File: config.mk
export PLATFORM = sky130hd
export DESIGN_NAME = topo_detect
export DESIGN_NICKNAME = d
export VERILOG_FILES = /design/src/pkg/topo_pkg.sv /design/src/rtl/level_sync.sv /design/src/rtl/topo_detect.sv
export VERILOG_INCLUDE_DIRS = /design/src /design/src/pkg
export SDC_FILE = /design/constraint.sdc
export NUM_CORES = 1
export LEC_CHECK = 0
export BUFFER_PORTS_ARGS = -buffer_cell sky130_fd_sc_hd__buf_2
export CAP_MARGIN = 25
export CORE_MARGIN = 3
export CORE_UTILIZATION = 30
export DETAILED_ROUTE_END_ITERATION = 8
export GPL_ROUTABILITY_DRIVEN = 0
export HOLD_SLACK_MARGIN = 0.03
export MAX_ROUTING_LAYER = met4
export PLACE_DENSITY = 0.62
export SKIP_CTS_REPAIR_TIMING = 1
export SKIP_LAST_GASP = 1
export SLEW_MARGIN = 25
export SYNTH_ARGS = -nofsm -noshare
export SYNTH_HDL_FRONTEND = slang
export SYNTH_HIERARCHICAL = 1
export SYNTH_SLANG_ARGS = --single-unit
File: constraint.sdc
create_clock -name clk -period 3.15 [get_ports clk]
set_clock_uncertainty 0.15 [all_clocks]
set_input_delay 0.945 -clock clk [delete_from_list [all_inputs] [get_ports clk]]
set_output_delay 0.945 -clock clk [all_outputs]
set_load 0.01 [all_outputs]
File: src/pkg/topo_cfg.svh
`ifndef TOPO_CFG_SVH
`define TOPO_CFG_SVH

// register byte offsets
`define OFF_CTRL 12'hF00
`define OFF_OUT_OVR 12'hEF8
`define OFF_IN_LEVEL 12'hEFC
`define OFF_LINK_STAT 12'hEF0
`define OFF_ALT_COUNT 12'hEE0
`define OFF_ALT_SELECT 12'hEE4

// field positions
`define IME_BIT 0
`define ALT_W 5

// reset values
`define RST_OVR 1'b0
`define RST_SELECT 5'h00
`define RST_RDATA 32'h0000_0000

`endif

File: src/pkg/topo_pkg.sv
package topo_pkg;

    typedef enum logic [1:0]
    {
        MODE_FUNC = 2'b01,
        MODE_DETECT = 2'b10
    } mode_t;

endpackage

File: src/rtl/level_sync.sv
`timescale 1ns/1ps

// three-stage synchroniser; a change is passed on only once stages two and
// three agree, so a single-cycle metastable settle never reaches the output
module level_sync #(
    parameter int WIDTH = 1
) (
    input wire logic clk,
    input wire logic reset,
    input wire logic [WIDTH-1:0] din,
    output logic [WIDTH-1:0] dout
);

    logic [WIDTH-1:0] stage1;
    logic [WIDTH-1:0] stage2;
    logic [WIDTH-1:0] stage3;
    logic [WIDTH-1:0] agree;

    assign agree = ~(stage2 ^ stage3);

    always_ff @(posedge clk)
    begin
        if (reset)
        begin
            stage1 <= '0;
            stage2 <= '0;
            stage3 <= '0;
            dout <= '0;
        end
        else
        begin
            stage1 <= din;
            stage2 <= stage1;
            stage3 <= stage2;
            dout <= (agree & stage3) | (~agree & dout);
        end
    end

endmodule

File: src/rtl/topo_detect.sv
`timescale 1ns/1ps

`include "topo_cfg.svh"

module topo_detect
    import topo_pkg::*;
#(
    parameter int NUM_IN = 4,
    parameter int NUM_OUT = 4
) (
    input wire logic clk,
    input wire logic reset,
    input wire logic [11:0] reg_addr,
    input wire logic [31:0] reg_wdata,
    input wire logic reg_write,
    input wire logic reg_read,
    output logic [31:0] reg_rdata,
    input wire logic [NUM_IN-1:0] det_in,
    output logic [NUM_IN-1:0] func_in,
    input wire logic [NUM_OUT-1:0] func_out,
    output logic [NUM_OUT-1:0] det_out,
    input wire logic [NUM_IN-1:0] link_connected,
    input wire logic [`ALT_W-1:0] alt_count,
    output logic [`ALT_W-1:0] alt_select,
    output logic detect_mode
);

    mode_t mode;
    mode_t next_mode;
    logic [NUM_OUT-1:0] out_ovr;
    logic [NUM_OUT-1:0] next_out_ovr;
    logic [NUM_IN-1:0] in_level;
    logic [NUM_IN-1:0] link_level;
    logic [`ALT_W-1:0] next_alt_select;
    logic [31:0] next_rdata;

    // address decode
    wire hit_ctrl = (reg_addr == `OFF_CTRL);
    wire hit_ovr = (reg_addr == `OFF_OUT_OVR);
    wire hit_in = (reg_addr == `OFF_IN_LEVEL);
    wire hit_link = (reg_addr == `OFF_LINK_STAT);
    wire hit_count = (reg_addr == `OFF_ALT_COUNT);
    wire hit_select = (reg_addr == `OFF_ALT_SELECT);

    wire wr_ctrl = reg_write & hit_ctrl;
    wire wr_ovr = reg_write & hit_ovr;
    wire wr_select = reg_write & hit_select;

    wire in_detect = (mode == MODE_DETECT);
    wire [`ALT_W-1:0] sel_req = reg_wdata[`ALT_W-1:0];
    // only values below the tied-off count name a real connection
    wire sel_valid = (sel_req < alt_count);
    // upper write bits must be zero too, or the request is out of range
    wire sel_upper_zero = (reg_wdata[31:`ALT_W] == '0);
    wire sel_take = wr_select & sel_valid & sel_upper_zero;

    wire [31:0] ctrl_word = {31'h0000_0000, in_detect};
    wire [31:0] in_word = {{(32-NUM_IN){1'b0}}, in_level};
    wire [31:0] ovr_word = {{(32-NUM_OUT){1'b0}}, out_ovr};
    wire [31:0] link_word = {{(32-NUM_IN){1'b0}}, link_level};
    wire [31:0] count_word = {{(32-`ALT_W){1'b0}}, alt_count};
    wire [31:0] select_word = {{(32-`ALT_W){1'b0}}, alt_select};

    // pins arrive unsynchronised
    level_sync #(
        .WIDTH(NUM_IN)
    ) in_sync (
        .clk(clk),
        .reset(reset),
        .din(det_in),
        .dout(in_level)
    );

    level_sync #(
        .WIDTH(NUM_IN)
    ) link_sync (
        .clk(clk),
        .reset(reset),
        .din(link_connected),
        .dout(link_level)
    );

    // one control bit selects integration testing and detection at once
    always_comb
    begin
        next_mode = mode;
        if (wr_ctrl)
        begin
            case (reg_wdata[`IME_BIT])
                1'b1: next_mode = MODE_DETECT;
                default: next_mode = MODE_FUNC;
            endcase
        end
    end

    // whole-word write; software keeps other bits by read-modify-write
    assign next_out_ovr = wr_ovr ? reg_wdata[NUM_OUT-1:0] : out_ovr;
    assign next_alt_select = sel_take ? sel_req : alt_select;

    // read mux; unmapped addresses return zero
    always_comb
    begin
        if (hit_ctrl)
        begin
            next_rdata = ctrl_word;
        end
        else if (hit_ovr)
        begin
            next_rdata = ovr_word;
        end
        else if (hit_in)
        begin
            next_rdata = in_word;
        end
        else if (hit_link)
        begin
            next_rdata = link_word;
        end
        else if (hit_count)
        begin
            next_rdata = count_word;
        end
        else if (hit_select)
        begin
            next_rdata = select_word;
        end
        else
        begin
            next_rdata = `RST_RDATA;
        end
    end

    always_ff @(posedge clk)
    begin
        if (reset)
        begin
            mode <= MODE_FUNC;
            out_ovr <= {NUM_OUT{`RST_OVR}};
            alt_select <= `RST_SELECT;
        end
        else
        begin
            mode <= next_mode;
            out_ovr <= next_out_ovr;
            alt_select <= next_alt_select;
        end
    end

    // read data stand for exactly the cycle after the strobe
    always_ff @(posedge clk)
    begin
        if (reset)
        begin
            reg_rdata <= `RST_RDATA;
        end
        else
        begin
            reg_rdata <= reg_read ? next_rdata : `RST_RDATA;
        end
    end

    // outputs registered; one cycle of skew against functional logic
    always_ff @(posedge clk)
    begin
        if (reset)
        begin
            det_out <= '0;
            func_in <= '0;
            detect_mode <= 1'b0;
        end
        else
        begin
            det_out <= in_detect ? out_ovr : func_out;
            func_in <= in_detect ? '0 : in_level;
            detect_mode <= in_detect;
        end
    end
endmodule

==> impl_summary.md, run 1 <==
Job
The number of maximum-capacitance violations is 0.

Final layout
The library cell used most frequently in the layout, excluding fill and tap cells, is sky130_fd_sc_hd__buf_2. The synthesis-to-layout area growth is 22.9%. The register area is 1140 µm². The filler cells instantiated in the layout total 854. The number of nets at the end of the flow is 415. The final standard cell count with taps included and fillers excluded is 455.

The number of diodes is 0. Leaving out fill and tap cells, the most frequent cells in the layout are sky130_fd_sc_hd__buf_2, sky130_fd_sc_hd__dfxtp_1, sky130_fd_sc_hd__conb_1. The share of layout cells above drive strength 1 is 35.7%. The area of the multi-input gates is 1260 µm².

Detailed routing
The via-per-instance ratio is 4.35. For this run, the detailed router's first-pass iteration total came to 4. Detailed routing inserted a total of 1981 vias.

The final antenna-violating net count is 0. The number of violations reported at the end of detailed-routing iteration 0 is 53. Wires add up to 5690 µm. The post-detailed-route DRC marker count is 0.

Dividing the detail-routed wire length by the instance count gives 12.5 µm.

Setup path
The critical path endpoint category is a flip-flop. In this run the worst path has a maximum fanout of 14. The critical path in this run is classified as input pin to flip-flop. The arrival time of the worst setup path is 2.64 ns.

The element type at the critical path start is an input pin. The worst endpoint required time is 3.26 ns. The register-to-register path setup slack is 1.83 ns.

Global routing
For this run the aggregate overflow at the end of global routing stands at 0. The number of global-route vias before repair is 1935. For this run, the total global-route usage over all layers was measured as 12.2%.

The first global-routing pass estimated 9190 µm of wire. Entering global routing, the biggest net connects 55 pins. The initial antenna violation count is 0.

Clock network
The cell sitting at the root of the clock tree is a sky130_fd_sc_hd__clkbuf_8. TritonCTS built the clock tree. The total number of clock tree sinks is 57.

In this run, CTS created clock tree buffers numbering 9. The clock edge transition at the registers on the reported setup and hold paths is 0.06 ns. In this run the deepest clock path goes through 2 buffers. The insertion delay of the later-clocked pin in the worst-skew pair is 0.33 ns. The number of levels in the clock H-tree is 3.

Synth
A synthesized cell averages 9.91 µm². After synthesis, flip-flops and latches occupy 44.1% of the total area. In the synthesized netlist the async set-or-reset flop fraction comes to 0%. The predominant post-synthesis flop cell is sky130_fd_sc_hd__dfxtp_1.

The number of flops mapped to enable cells by yosys is 0. Summing every instance area after synthesis gives 2590 µm². After synthesis the netlist holds a flip-flop and latch count of 57. The number of library cell types mapped by synthesis is 46. The gate count after technology mapping is 261. The Yosys step of the flow raised 6 warnings.

Outcome
The flow ran to the end, and the final reports show no timing, DRC or antenna violations.

Floorplanning
The initial standard-cell utilization of the core is 31.2%. The cell row count is 33. In this run the horizontal extent of the chip is 98.9 µm. In this run the standard cell core region covers 8300 µm². The top-level port count is 111. The die covers 9780 µm². Measured along the y axis, the die boundary spans 98.9 µm.

Power
The maximum resistive drop on vdd is 0.191 mV. For this design the static power due to leakage is 0.00144 µW. Power spread over the standard cell area amounts to 485 nW/µm².

Timing
Setup total negative slack on the finished layout was measured at 0 ns. Setup repair after global routing left no endpoint under its margin. The post-route fraction of the period consumed by the critical path is 80.2%. The worst pin sits at a relative slew slack of 63.4%. The final period demand of the worst path is 2.53 ns. The transition time of the tightest slew-check pin is 0.548 ns.

The count of final hold-check violations came to 0. The count of final max-slew check failures is 0. The upper clock frequency limit is 0.396 GHz.

Setup violations remaining at the end of the flow were counted as 0.

Placement
Counting tap cells, the placed design contains a total of 440 instances. During placement, the flow inserted port buffers numbering 83. Detailed placement finished with a half-perimeter wire length of 4360 µm.

Hold path
The class of the tightest hold or removal check is flip-flop to flip-flop.
[area by class of cell]
type	instances	share of cell area (%)
multi-input cells	188	39.7
inverters	5	0.590
repair buffers	85	13.5
clock buffers	12	4.88
clock inverters	3	1.26
well taps	105	4.13
flip-flops and latches	57	35.9
[power by group]
part	switching [µW]	internal, µW
combinational	72.5	61.4
sequential	4.75	737
clock	264	401
[cells in the mapped netlist, drive strengths merged (2+ instances only)]
| cell type | instances | area share [%] |
|---|---|---|
| a2111oi | 3 | 1.7 |
| a21o | 3 | 0.87 |
| a21oi | 13 | 2.5 |
| and2 | 5 | 1.2 |
| and2b | 12 | 4.1 |
| and4 | 3 | 1.0 |
| buf | 31 | 9.3 |
| clkbuf | 6 | 0.87 |
| dfxtp | 57 | 44 |
| ha | 4 | 1.9 |
| inv | 5 | 0.73 |
| mux2i | 20 | 7.7 |
| nand2 | 11 | 1.6 |
| nand2b | 12 | 2.9 |
| nand3 | 3 | 0.58 |
| nand4 | 2 | 0.48 |
| nor2 | 15 | 2.2 |
| nor2b | 14 | 4.2 |
| nor3b | 2 | 0.58 |
| nor4 | 8 | 2.2 |
| nor4bb | 2 | 0.77 |
| o21ai | 10 | 1.9 |
| or2 | 2 | 0.48 |
| or4 | 2 | 0.87 |
[metal layers]
layer	up-vias	GRT usage, %	wire, µm	share of wire, %
li1	1019	-	-	-
met1	894	14.7	2430	43
met2	64	19.1	2810	49
met3	4	5.31	410	7.2
met4	0	2.52	36	0.63
met5	-	-	0	0
[path summary, 6_finish.rpt]
| check | from | endpoint | depth (start not counted) |
|---|---|---|---|
| setup / recovery | reg_addr[2] | alt_select[4] | 5 |
| hold / removal | link_sync/stage1[1] | link_sync/stage2[1] | 1 |
| setup reg to reg | alt_select[3] | reg_rdata[3] | 5 |
| hold reg to reg | link_sync/stage1[1] | link_sync/stage2[1] | 1 |
[through the flow]
stage | power [µW] | setup WS [ns] | utilization [%] | cell area [µm²] | hold WS, ns
6_report | 1540 | 0.623 | 38.3 | 3180 | 0.289
3_5_place_dp | 891 | 0.275 | 36.0 | 2980 | 0.270
2_1_floorplan | 857 | 0.616 | - | 2690 | 0.264
4_1_cts | 1570 | 0.631 | 38.3 | 3180 | 0.292
5_1_grt | 1620 | 0.561 | 38.3 | 3180 | 0.306
3_3_place_gp | 888 | 0.395 | 36.0 | 2980 | 0.271
[worst max-delay path: stages]
cell,delay [ns]
sky130_fd_sc_hd__buf_2,0.29
sky130_fd_sc_hd__nor4bb_1,0.36
sky130_fd_sc_hd__nand4_1,0.19
sky130_fd_sc_hd__a2111oi_4,0.60
sky130_fd_sc_hd__mux2i_1,0.24
[kinds of logic (layout without fill, tap and decap cells)]
family / Yosys count / count (layout) / synth area share [%]
flip-flops: 57 / 57 / 44.1
AO/OA/AOI/OAI: 38 / 38 / 10.2
AND/OR/NAND/NOR: 98 / 98 / 24.6
buffers and inverters: 42 / 105 / 10.9
other: 1 / 27 / 0.145
adder cells (fa/ha/maj): 4 / 4 / 1.93
multiplexers: 21 / 21 / 8.17
Power figures use the tool's default switching activity.
==> run 2, diff against run 1 <==
--- a/config.mk
+++ b/config.mk
@@ -14,7 +14,7 @@
 export GPL_ROUTABILITY_DRIVEN = 0
 export HOLD_SLACK_MARGIN = 0.03
 export MAX_ROUTING_LAYER = met4
-export PLACE_DENSITY = 0.62
+export PLACE_DENSITY = 0.64
 export SKIP_CTS_REPAIR_TIMING = 1
 export SKIP_LAST_GASP = 1
 export SLEW_MARGIN = 25
==> constraint.sdc (replaced) <==
create_clock -name clk -period 2.2 [get_ports clk]
set_clock_uncertainty 0.15 [all_clocks]
set_input_delay 0.66 -clock clk [delete_from_list [all_inputs] [get_ports clk]]
set_output_delay 0.66 -clock clk [all_outputs]
set_load 0.01 [all_outputs]
==> run 2 against run 1 <==
Non-clock buffer count is 18 higher. Global-route usage up 0.98 points. First-iteration DRC count increased by 25%. Sequential share of layout area is 1.8 points lower. Register-to-register slack worse by 1.0 ns. Via count increased by 5.0%. Core utilization increased by 2.0 points. Total power up 55%. Critical endpoint is now alt_select[0]. Worst hold slack improved by 0.0017 ns. Wire length is 7.5% higher. Count of clock-buffer cells in the layout decreased by 1. Die area is the same.
==> impl_summary.md, run 2 (synthesis results as in run 1) <==
Outcome
The run finished with clean final reports.

Global routing
For met3 alone, demand over resource in global routing was 4.46%. The most utilized layer in the global route result is met2. The number of global-route vias before repair was 2079.

The met1 usage is 14.6%. Global routing used 13.2% of the available tracks. The first-pass GRT wire length is 9710 µm. The global-route met2 utilization is 20.8%. After global routing the overflow that remains totals 0.

The pin count of the biggest net entering global routing is 55. The initial antenna violation count came to 0.

Detailed routing
Across all layers, the routed design uses 2081 vias. The final antenna-violating net count is 0. After detailed routing, the number of remaining DRC violations is 0. The final wirelength is 6120 µm. The final routed wire length divided by cell count is 12.9 µm. Using the TritonRoute via totals, the vias-per-cell ratio works out to 4.39.

The number of violations reported at the end of detailed-routing iteration 0 is 66. The number of optimization iterations in the first detailed-route pass is 5.

Power
IR analysis of the VDD net gives a maximum drop of 0.213 mV. The switching part of the total is 22.2%. The design draws 2380 µW. In this run the power density over the cells is 712 nW/µm². The switching power total is 530 µW.

The clock network fraction of design power is 46.4%. The sequential group share of total power is 44.5%. The cell-internal power is 1850 µW. Combinational logic burns 9.1% of the power.

The cell leakage power is 0.00154 µW.

Setup path
The critical path endpoint category is a flip-flop. The largest individual stage delay along the critical path comes from the cell sky130_fd_sc_hd__nor4bb_1. The worst setup path is launched from an input pin. The startpoint-to-endpoint class of the critical path is input pin to flip-flop.

Walking the worst path, the cells encountered are buf_2 -> inv_1 -> ha_1 -> nor4bb_1 -> nand4_1 -> a2111oi_4 -> buf_4 -> mux2i_1. The worst endpoint required time is 2.31 ns. Among cell families on the critical path, the largest total delay comes from simple AND/OR/NAND/NOR gates. The worst path buffer plus inverter count is 3. At the worst endpoint, the arrival time is 2.14 ns.

The maximum fanout encountered on the critical timing path is 5. The largest single stage delay on the critical path is 0.29 ns.

Clock network
In this run, CTS created clock tree buffers numbering 9. The maximum clock path buffer count is 2. CTS built an H-tree with a depth of 3. The master cell of the clock root buffer is sky130_fd_sc_hd__clkbuf_8. CTS saw 57 sinks. The clock tree from TritonCTS is yes. At the later pin of the worst-skew pair, clock insertion delay measures 0.34 ns. The clock edge transition at the registers on the reported setup and hold paths is 0.06 ns.

Timing
The count of final max-slew check failures is 0. The worst slew slack as a fraction of its limit is 68.0%. Setup repair after global routing left no endpoint under its margin.

Hold timing on the final database bottoms out at a slack of 0.291 ns. Derived from the worst setup path, the maximum achievable clock frequency is 0.494 GHz. The transition time of the tightest slew-check pin is 0.467 ns.

The smallest clock period supported by the final layout is computed as 2.03 ns. The count of final hold-check violations is 0. Dividing the final minimum period by the clock period gives 92.1%.

The number of setup violations in the final report is 0.

Floorplanning
In this run the core area contains 33 standard-cell rows. The standard cell core area is 8300 µm². The floorplan step defined a die boundary enclosing 9780 µm².

For this design the top-level I/O count stands at 111. The floorplan step set the die width to 98.9 µm. The die outline height is 98.9 µm. For this configuration, the core starts out at a cell density of 31.2%.

Placement
The HPWL after detailed placement is 4760 µm. Counting tap cells, the placed design contains a total of 458 instances. The number of I/O port buffers is 83.

Job
Max-cap violations in this run came to 0.

Final layout
The number of filler instances in the final layout is 826. The library cell used most frequently in the layout, excluding fill and tap cells, is sky130_fd_sc_hd__buf_2. 0 antenna diodes ended up in the layout. The synthesis-to-layout area growth is 29.4%. The final standard cell count with taps included and fillers excluded is 474.

The share of layout cells above drive strength 1 is 39.3%. Leaving out fill and tap cells, the most frequent cells in the layout are sky130_fd_sc_hd__buf_2, sky130_fd_sc_hd__dfxtp_1, sky130_fd_sc_hd__conb_1. The number of nets at the end of the flow is 433.

Hold path
The class of the tightest hold or removal check is flip-flop to flip-flop.
-- run 2: cell count changes in the layout (fill, tap and decap cells not counted) --
cell                         delta
sky130_fd_sc_hd__bufinv_16      +1
sky130_fd_sc_hd__buf_4         +18
sky130_fd_sc_hd__clkinvlp_4     +1
sky130_fd_sc_hd__clkbuf_1       -1
-- run 2: path summary, 6_finish.rpt --
kind,cells after the start,slack (ns),to,startpoint
setup / recovery,8,0.17,alt_select[0],alt_count[4]
setup reg to reg,3,0.81,reg_rdata[1],alt_select[1]
hold / removal,1,0.29,in_sync/stage2[1],in_sync/stage1[1]
hold reg to reg,1,0.29,in_sync/stage2[1],in_sync/stage1[1]
-- run 2: routing by layer --
metal / vias to the layer above / part of all wire (%) / wire length, µm
li1: 1060 / - / -
met1: 909 / 42 / 2550
met2: 100 / 46 / 2830
met3: 12 / 9.6 / 590
met4: 0 / 2.3 / 140
met5: - / 0 / 0
-- run 2: metrics by stage --
stage | utilization, % | TNS, ns | instance area, µm² | worst slack (ns)
2_1_floorplan | - | -0.00110 | 2690 | -0.00110
3_3_place_gp | 37.6 | -0.753 | 3120 | -0.131
3_5_place_dp | 37.6 | -0.807 | 3120 | -0.137
4_1_cts | 40.3 | 0 | 3350 | 0.186
5_1_grt | 40.3 | 0 | 3350 | 0.0428
6_report | 40.3 | 0 | 3350 | 0.174
-- run 2: final cells by class --
class	count	area, µm²	share of cell area [%]
Sequential cell	57	1140	34.1
Inverter	5	18.8	0.561
Timing Repair Buffer	103	566	16.9
Tap cell	105	131	3.92
Multi-Input combinational cell	188	1260	37.7
Clock buffer	11	151	4.52
Clock inverter	5	77.6	2.32
-- run 2: power by group through the flow --
stage               combinational, µW  sequential [µW]  clock [µW]
floorplan                         142             1080           0
global placement                  215             1080           0
detailed placement                217             1080           0
CTS                               219             1060        1140
global route                      243             1060        1200
finish                            217             1060        1110
